[src/logic/wdt_pkg.sv]
// Constants for the runaway watchdog timer
package wdt_pkg;
   localparam int unsigned CNT_W          = 22;
   localparam int unsigned ADDR_W         = 4;
   localparam int unsigned DATA_W         = 32;
   localparam logic [3:0]  ADDR_MODE      = 4'h0;
   localparam logic [3:0]  ADDR_CMD       = 4'h4;
   localparam logic [3:0]  ADDR_STATUS    = 4'h8;
   localparam logic [7:0]  CODE_CLEAR     = 8'h4E;
   localparam logic [7:0]  CODE_DISABLE   = 8'hB1;
   localparam int unsigned BIT_IDLE_RUN   = 2;
   localparam int unsigned BIT_RST_CONN   = 1;
   localparam int unsigned BIT_ENABLE     = 7;
   localparam int unsigned FLD_DET_LO     = 4;
   localparam logic [1:0]  DET_RESET      = 2'h0;
   localparam logic        ENABLE_RESET   = 1'b1;
   localparam logic        RST_CONN_RESET = 1'b0;
   localparam logic        IDLE_RUN_RESET = 1'b0;
   localparam int unsigned RESET_STATES   = 32;
   localparam int unsigned RST_CNT_W      = 6;
   localparam logic [7:0]  STATUS_ACTIVE  = 8'h01;
   localparam logic [DATA_W-1:0] READ_ZERO = 32'h0000_0000;
endpackage : wdt_pkg

[src/logic/runaway_watchdog_timer.sv]
// Runaway watchdog timer with Avalon-MM register slave
// What this block does
// - 22-stage counter advanced at half system clock
// - Tap 2^16/18/20/22 selected by detection field
// - Overflow pulses non-maskable irq and sets flag
// - Reset connection on: chip reset 32 states
// - After watchdog reset, clock gear divides eight
// - Detection field two bits, reset to 00
// - Enable bit resets to one, watchdog active
// - Disable needs enable clear plus B1 code
// - Writing enable one re-enables at once
// - Reset connection bit resets to zero
// - Code 4E clears counter, counting continues
// - Disable code also clears the counter
// - Counting starts right after reset release
// - STOP mode holds counter in reset
// - Counter keeps running while bus released
// - IDLE mode runs per idle-run select bit
// - Watchdog output for peripheral reset pins
//
// The address map and register access over Avalon-MM are this design's own decisions.
`timescale 1ns/10ps
module runaway_watchdog_timer #(
   parameter int unsigned CW = wdt_pkg::CNT_W
) (
   input  wire logic                       core_clk,
   input  wire logic                       rst,
   input  wire logic [wdt_pkg::ADDR_W-1:0] avs_address,
   input  wire logic                       avs_read,
   input  wire logic                       avs_write,
   input  wire logic [wdt_pkg::DATA_W-1:0] avs_writedata,
   input  wire logic [3:0]                 avs_byteenable,
   output logic [wdt_pkg::DATA_W-1:0]      avs_readdata,
   output logic                            avs_waitrequest,
   input  wire logic                       stop_mode,
   input  wire logic                       idle_mode,
   input  wire logic                       bus_release_ack_n,
   output logic                            runaway_irq,
   output logic                            nmi_watchdog_flag,
   output logic                            wd_reset_out,
   output logic                            clk_gear_div8
);
   import wdt_pkg::*;

   ////////////////////////////////////////////////////////////////////////
   // State

   typedef struct packed {
      logic [1:0]           detect_time_sel;
      logic                 wd_enable_bit;
      logic                 overflow_reset_connect;
      logic                 idle_run_select;
      logic                 disabled;
      logic [CW-1:0]        count;
      logic                 half;
      logic [RST_CNT_W-1:0] rst_cnt;
      logic                 runaway_irq;
      logic                 nmi_watchdog_flag;
      logic                 wd_reset_out;
      logic                 clk_gear_div8;
      logic                 acked;
      logic [DATA_W-1:0]    rdata;
   } wdt_state_s;

   wdt_state_s state_reg;
   wdt_state_s state_next;

   logic stop_sync;
   logic idle_sync;
   logic bus_rel_sync;
   logic tap_ovf;
   logic running;
   logic carry;

   ////////////////////////////////////////////////////////////////////////
   // Pin synchronisers

   wdt_sync u_sync_stop (
      .core_clk (core_clk),
      .rst      (rst),
      .d        (stop_mode),
      .q        (stop_sync)
   );

   wdt_sync u_sync_idle (
      .core_clk (core_clk),
      .rst      (rst),
      .d        (idle_mode),
      .q        (idle_sync)
   );

   // Bus release is sampled for completeness; it never stops counting
   wdt_sync u_sync_bus (
      .core_clk (core_clk),
      .rst      (rst),
      .d        (bus_release_ack_n),
      .q        (bus_rel_sync)
   );

   ////////////////////////////////////////////////////////////////////////
   // Counter control

   // Released bus does not enter this term, so counting continues
   assign running = ~state_reg.disabled & ~stop_sync & ~bus_rel_sync
                    | ~state_reg.disabled & ~stop_sync;
   assign carry = running & state_reg.half
                  & ~(idle_sync & ~state_reg.idle_run_select);

   wdt_tap_sel #(
      .CW (CW)
   ) u_tap (
      .count   (state_reg.count),
      .carry   (carry),
      .sel     (state_reg.detect_time_sel),
      .tap_ovf (tap_ovf)
   );

   ////////////////////////////////////////////////////////////////////////
   // Next state

   always_comb begin
      logic wr_mode;
      logic wr_cmd;
      logic [7:0] code;
      logic en_new;
      wr_mode    = 1'b0;
      wr_cmd     = 1'b0;
      code       = avs_writedata[7:0];
      en_new     = state_reg.wd_enable_bit;
      state_next = state_reg;
      state_next.runaway_irq = 1'b0;
      state_next.acked       = 1'b0;

      // One wait cycle per access, then an acknowledge cycle
      if ((avs_read | avs_write) & ~state_reg.acked) begin
         state_next.acked = 1'b1;
         wr_mode = avs_write & (avs_address == ADDR_MODE)
                   & avs_byteenable[0];
         wr_cmd  = avs_write & (avs_address == ADDR_CMD)
                   & avs_byteenable[0];
         state_next.rdata = READ_ZERO;
         if (avs_read) begin
            unique case (avs_address)
               ADDR_MODE: begin
                  state_next.rdata[BIT_ENABLE] = state_reg.wd_enable_bit;
                  state_next.rdata[FLD_DET_LO +: 2] =
                     state_reg.detect_time_sel;
                  state_next.rdata[BIT_RST_CONN] =
                     state_reg.overflow_reset_connect;
                  state_next.rdata[BIT_IDLE_RUN] =
                     state_reg.idle_run_select;
               end
               ADDR_STATUS: begin
                  state_next.rdata[7:0] = state_reg.disabled ?
                     8'h00 : STATUS_ACTIVE;
                  state_next.rdata[8 +: CW] = state_reg.count;
               end
               default: state_next.rdata = READ_ZERO;
            endcase
         end
      end

      if (wr_mode) begin
         state_next.detect_time_sel = code[FLD_DET_LO +: 2];
         state_next.overflow_reset_connect = code[BIT_RST_CONN];
         state_next.idle_run_select = code[BIT_IDLE_RUN];
         state_next.wd_enable_bit = code[BIT_ENABLE];
         en_new = code[BIT_ENABLE];
         if (code[BIT_ENABLE]) begin
            state_next.disabled = 1'b0;
         end
      end

      // Advance at half the system clock
      state_next.half = ~state_reg.half;
      if (carry) begin
         state_next.count = state_reg.count + 1'b1;
      end
      if (stop_sync) begin
         state_next.count = '0;
         state_next.half  = 1'b0;
      end

      if (tap_ovf) begin
         state_next.runaway_irq       = 1'b1;
         state_next.nmi_watchdog_flag = 1'b1;
         state_next.count             = '0;
         if (state_reg.overflow_reset_connect) begin
            state_next.rst_cnt       = RST_CNT_W'(RESET_STATES);
            state_next.clk_gear_div8 = 1'b1;
         end
      end else if (state_reg.rst_cnt != '0) begin
         state_next.rst_cnt = state_reg.rst_cnt - 1'b1;
      end
      state_next.wd_reset_out = (state_next.rst_cnt != '0);

      if (wr_cmd) begin
         if (code == CODE_CLEAR) begin
            state_next.count = '0;
            state_next.half  = 1'b0;
         end else if (code == CODE_DISABLE) begin
            state_next.count = '0;
            state_next.half  = 1'b0;
            if (~en_new) begin
               state_next.disabled = 1'b1;
            end
         end
         // Any other code leaves state untouched
      end
      // Flag is cleared only by this block's own rst input
   end

   ////////////////////////////////////////////////////////////////////////
   // Registers

   always_ff @(posedge core_clk) begin
      if (rst) begin
         state_reg <= '0;
         state_reg.detect_time_sel <= DET_RESET;
         state_reg.wd_enable_bit <= ENABLE_RESET;
         state_reg.overflow_reset_connect <= RST_CONN_RESET;
         state_reg.idle_run_select <= IDLE_RUN_RESET;
         state_reg.disabled <= 1'b0;
      end else begin
         state_reg <= state_next;
      end
   end

   assign avs_readdata      = state_reg.rdata;
   assign avs_waitrequest   = ~state_reg.acked;
   assign runaway_irq       = state_reg.runaway_irq;
   assign nmi_watchdog_flag = state_reg.nmi_watchdog_flag;
   assign wd_reset_out      = state_reg.wd_reset_out;
   assign clk_gear_div8     = state_reg.clk_gear_div8;
endmodule : runaway_watchdog_timer

[src/logic/wdt_sync.sv]
// Two-stage synchroniser for a level from another domain
`timescale 1ns/10ps
module wdt_sync (
   input  wire logic core_clk,
   input  wire logic rst,
   input  wire logic d,
   output logic      q
);
   logic meta_reg;
   always_ff @(posedge core_clk) begin
      if (rst) begin
         meta_reg <= 1'b0;
         q        <= 1'b0;
      end else begin
         meta_reg <= d;
         q        <= meta_reg;
      end
   end
endmodule : wdt_sync

[src/logic/wdt_tap_sel.sv]
// Overflow tap selection from the counter stages
`timescale 1ns/10ps
module wdt_tap_sel #(
   parameter int unsigned CW = 22
) (
   input  wire logic [CW-1:0] count,
   input  wire logic          carry,
   input  wire logic [1:0]    sel,
   output logic               tap_ovf
);
   // Taps two stages apart below the top; CW 22 gives 2^16 to 2^22
   localparam int unsigned TAP0 = CW - 6;
   localparam int unsigned TAP1 = CW - 4;
   localparam int unsigned TAP2 = CW - 2;

   // Overflow of a tap: its low stages all ones on the advance
   always_comb begin
      unique case (sel)
         2'h0: tap_ovf = carry & (&count[TAP0-1:0]);
         2'h1: tap_ovf = carry & (&count[TAP1-1:0]);
         2'h2: tap_ovf = carry & (&count[TAP2-1:0]);
         2'h3: tap_ovf = carry & (&count[CW-1:0]);
      endcase
   end
endmodule : wdt_tap_sel

[config.mk]
export PLATFORM = sky130hd
export DESIGN_NAME = runaway_watchdog_timer
export DESIGN_NICKNAME = d
export VERILOG_FILES = /design/src/logic/wdt_pkg.sv /design/src/logic/runaway_watchdog_timer.sv /design/src/logic/wdt_sync.sv /design/src/logic/wdt_tap_sel.sv
export SDC_FILE = /design/constraint.sdc
export NUM_CORES = 1
export LEC_CHECK = 0
export BUFFER_PORTS_ARGS = -buffer_cell sky130_fd_sc_hd__buf_2
export CORE_UTILIZATION = 48
export CTS_CLUSTER_SIZE = 8
export DETAILED_ROUTE_END_ITERATION = 6
export GPL_TIMING_DRIVEN = 1
export PLACE_DENSITY_LB_ADDON = 0.25
export SLEW_MARGIN = 20
export SYNTH_ARGS = -nofsm -noshare
export SYNTH_HDL_FRONTEND = slang
export SYNTH_SLANG_ARGS = --single-unit
export TNS_END_PERCENT = 100
[constraint.sdc]
create_clock -name core_clk -period 1.9 [get_ports core_clk]
set_clock_uncertainty 0.15 [all_clocks]
set_input_delay 0 -clock core_clk [delete_from_list [all_inputs] [get_ports core_clk]]
set_output_delay 0 -clock core_clk [all_outputs]
set_load 0.01 [all_outputs]
==> flow_summary.ini <==
[global_route]
grt_antenna_before_repair = 0
grt_max_degree = 35
grt_usage_pct = 22.83
grt_pass1_vias = 2847
grt_pass1_wl_microns = 12970
grt_overflow_total = 0

[cells_and_area]
layout_common_cells = dfxtp_1, nor2_1, buf_2, buf_4, a22oi_1
syn_to_final_growth_pct = 35.63
antenna_cells = 0
final_area_sq_um = 4453
final_nets = 507
drive_gt1_share_pct = 36.58
final_common_cell = dfxtp_1
largest_reg_flops = 36

[clock_network]
root_buffer = clkbuf_8
clock_path_buffers = 2
cts_tree = built
clk_pin_slew_ps = 70
cts.htree.levels = 3
worstSkewPairLatency_ps = 340
numClockSinks = 72
cts_buffers = 9

[die]
initial_core_util_pct = 50.83
die_w_microns = 84.71
fp.coreArea_sq_um = 6459
pin_count = 84
row_count = 29
dieArea_sq_um = 7175
die_h_microns = 84.71

[drt]
drtIter0Drc = 139
ant_nets = 0
postRouteWirelength_microns = 8079
viasPerCell = 5.419
drtPass1Iterations = 7
wl_per_cell_microns = 14.99
drc = 0
num_vias = 2921

[sta]
final_hold_viol_count = 0
period_share_pct = 108.4
rsz0062_at_grt = true
worst_slack_ps = -159.6
drv_slew = 0
fmax_mhz = 485.5
setup_viol = 32
fin_crit_ps = 2060
max_slew_margin_pct = 49.05
tightest_slew_ps = 761.4

[critical_path]
critPathCaptureType = register
cp_slowest_cell = or3b_4
crit_buf_inv = 1
crit_type = register to register
worstPathRequired_ps = 1970
crit_chain = or3b_4 > or3_4 > and4b_1 > buf_6 > mux2i_1 > a21oi_1
crit_start = u_sync_stop.q
reg2reg_from = u_sync_stop.q
crit_family = simple AND/OR/NAND/NOR gates
cp.arrival_ps = 2130
cpPeakStageDelay_ps = 390
crit_path_start_kind = register
cp_max_fo = 5

[power]
switching_share_pct = 25.29
p_sw_uw = 1036
power_frac_comb_pct = 18.0
clockPowerShare_pct = 41.6
power.total_uw = 4099
powerDensity_nw_per_um2 = 920.4
power_frac_seq_pct = 40.4
total_leakage_power_uw = 0.001823
vdd_drop_max_uv = 686.6
power.internal_uw = 3062

[worst_hold_path]
hp-start = avs_address[0]
hp-class = input pin to register

[yosys]
synth-edff-count = 0
yosys.area.top_type = dfxtp_1
yosys-top-cells-area = dfxtp_1, nor2_1, buf_4
avgSynthCellArea_sq_um = 8.778
netlist.area_leader.share_pct = 43.90
ys_warn_count = 0
ys.flop_type = dfxtp_1
async_flop_share_pct = 0
ys_types = 44
synth_seq_cells = 72
synth_area_sq_um = 3283
yosysSeqAreaShare_pct = 43.90
syn_inst = 374

[placed_design]
dp_hpwl_microns = 5020
placed_area_sq_um = 3707
dp_slack_ps = -163.3
io_buffers = 51
place_congestion = 0.8463

[run]
maxCapViolations = 0

[outcome]
status = finished with violations
violations = negative setup slack
## worst register-to-register path: stages, from the launching register on
cell     delay [ps]
dfxtp_2         320
or3b_4          390
or3_4           360
and4b_1         300
buf_6           130
mux2i_1         190
a21oi_1          90
## through the flow
stage	hold WS, ps	utilization (%)	TNS, ps	cells
floorplan	-21.82	-	-4622	377
global placement	69.07	57.40	-2213	503
global route	101.0	68.95	-5340	539
finish	43.08	68.95	-3469	539
detailed placement	67.32	57.40	-2994	503
CTS	26.69	66.18	-2311	538
## Yosys cell counts (4+ instances only)
master,instances
nor3_1,8
xor2_1,9
and3_1,5
nor2_1,70
o21ai_0,7
inv_1,9
buf_4,32
nand2_1,18
nor4b_1,4
a21oi_1,6
nand4_1,6
nor2b_1,6
dfxtp_1,72
mux2i_1,7
clkbuf_1,13
nor4_1,6
a22oi_1,28
nand3_1,11
buf_6,4
xnor2_1,12
## logic make-up (layout without fill, tap and decap cells)
family	after synthesis	after routing	share of synthesized area [%]
buf+inv	59	144	11.32
flops	72	72	43.90
xor+xnor	21	21	5.602
mux	8	8	2.477
other cells	1	4	0.1142
fa+ha+maj	3	3	1.143
compound gates	53	53	11.39
simple gates	157	157	24.05
## timing repair
action	in CTS	in global routing
endpoints found under the setup margin	31	34
buffers inserted	1	0
hold buffers	18	0
endpoints found under the hold margin	28	0
gates resized for setup	22	34
gates cloned	0	1
pin swaps	7	3
## cell type report
class | count | area, sq um
clock buffer | 10 | 127.6
clock inverter | 6 | 155.1
fill | 489 | 2006
inverter | 9 | 33.78
multi-input combinational | 246 | 1734
sequential | 72 | 1446
tap | 77 | 96.34
timing repair buffer | 119 | 859.6
## worst paths after layout
kind         cells past startpoint       endpoint  slack, ps
max                              6  state_reg[42]       -160
min                              5  state_reg[43]         40
max reg2reg                      6  state_reg[42]       -160
min reg2reg                      1  u_sync_idle.q        290
## power by group through the flow
stage                     logic [uW]  clock network, uW  registers, uW
after floorplan                  493                  0           1670
after CTS                        703               1720           1650
after detailed placement         635                  0           1680
after global routing             814               1780           1670
after global placement           617                  0           1680
final                            739               1700           1660
## metal layers
metal / vias up / share of wire, % / global-route usage (%)
li1: 1431 / - / -
met1: 1393 / 43 / 26.81
met2: 82 / 50 / 40.87
met3: 15 / 4.4 / 3.441
met4: 0 / 2.2 / 10.63
met5: - / 0 / 0
Note: power is estimated with default switching activity, not from simulation.
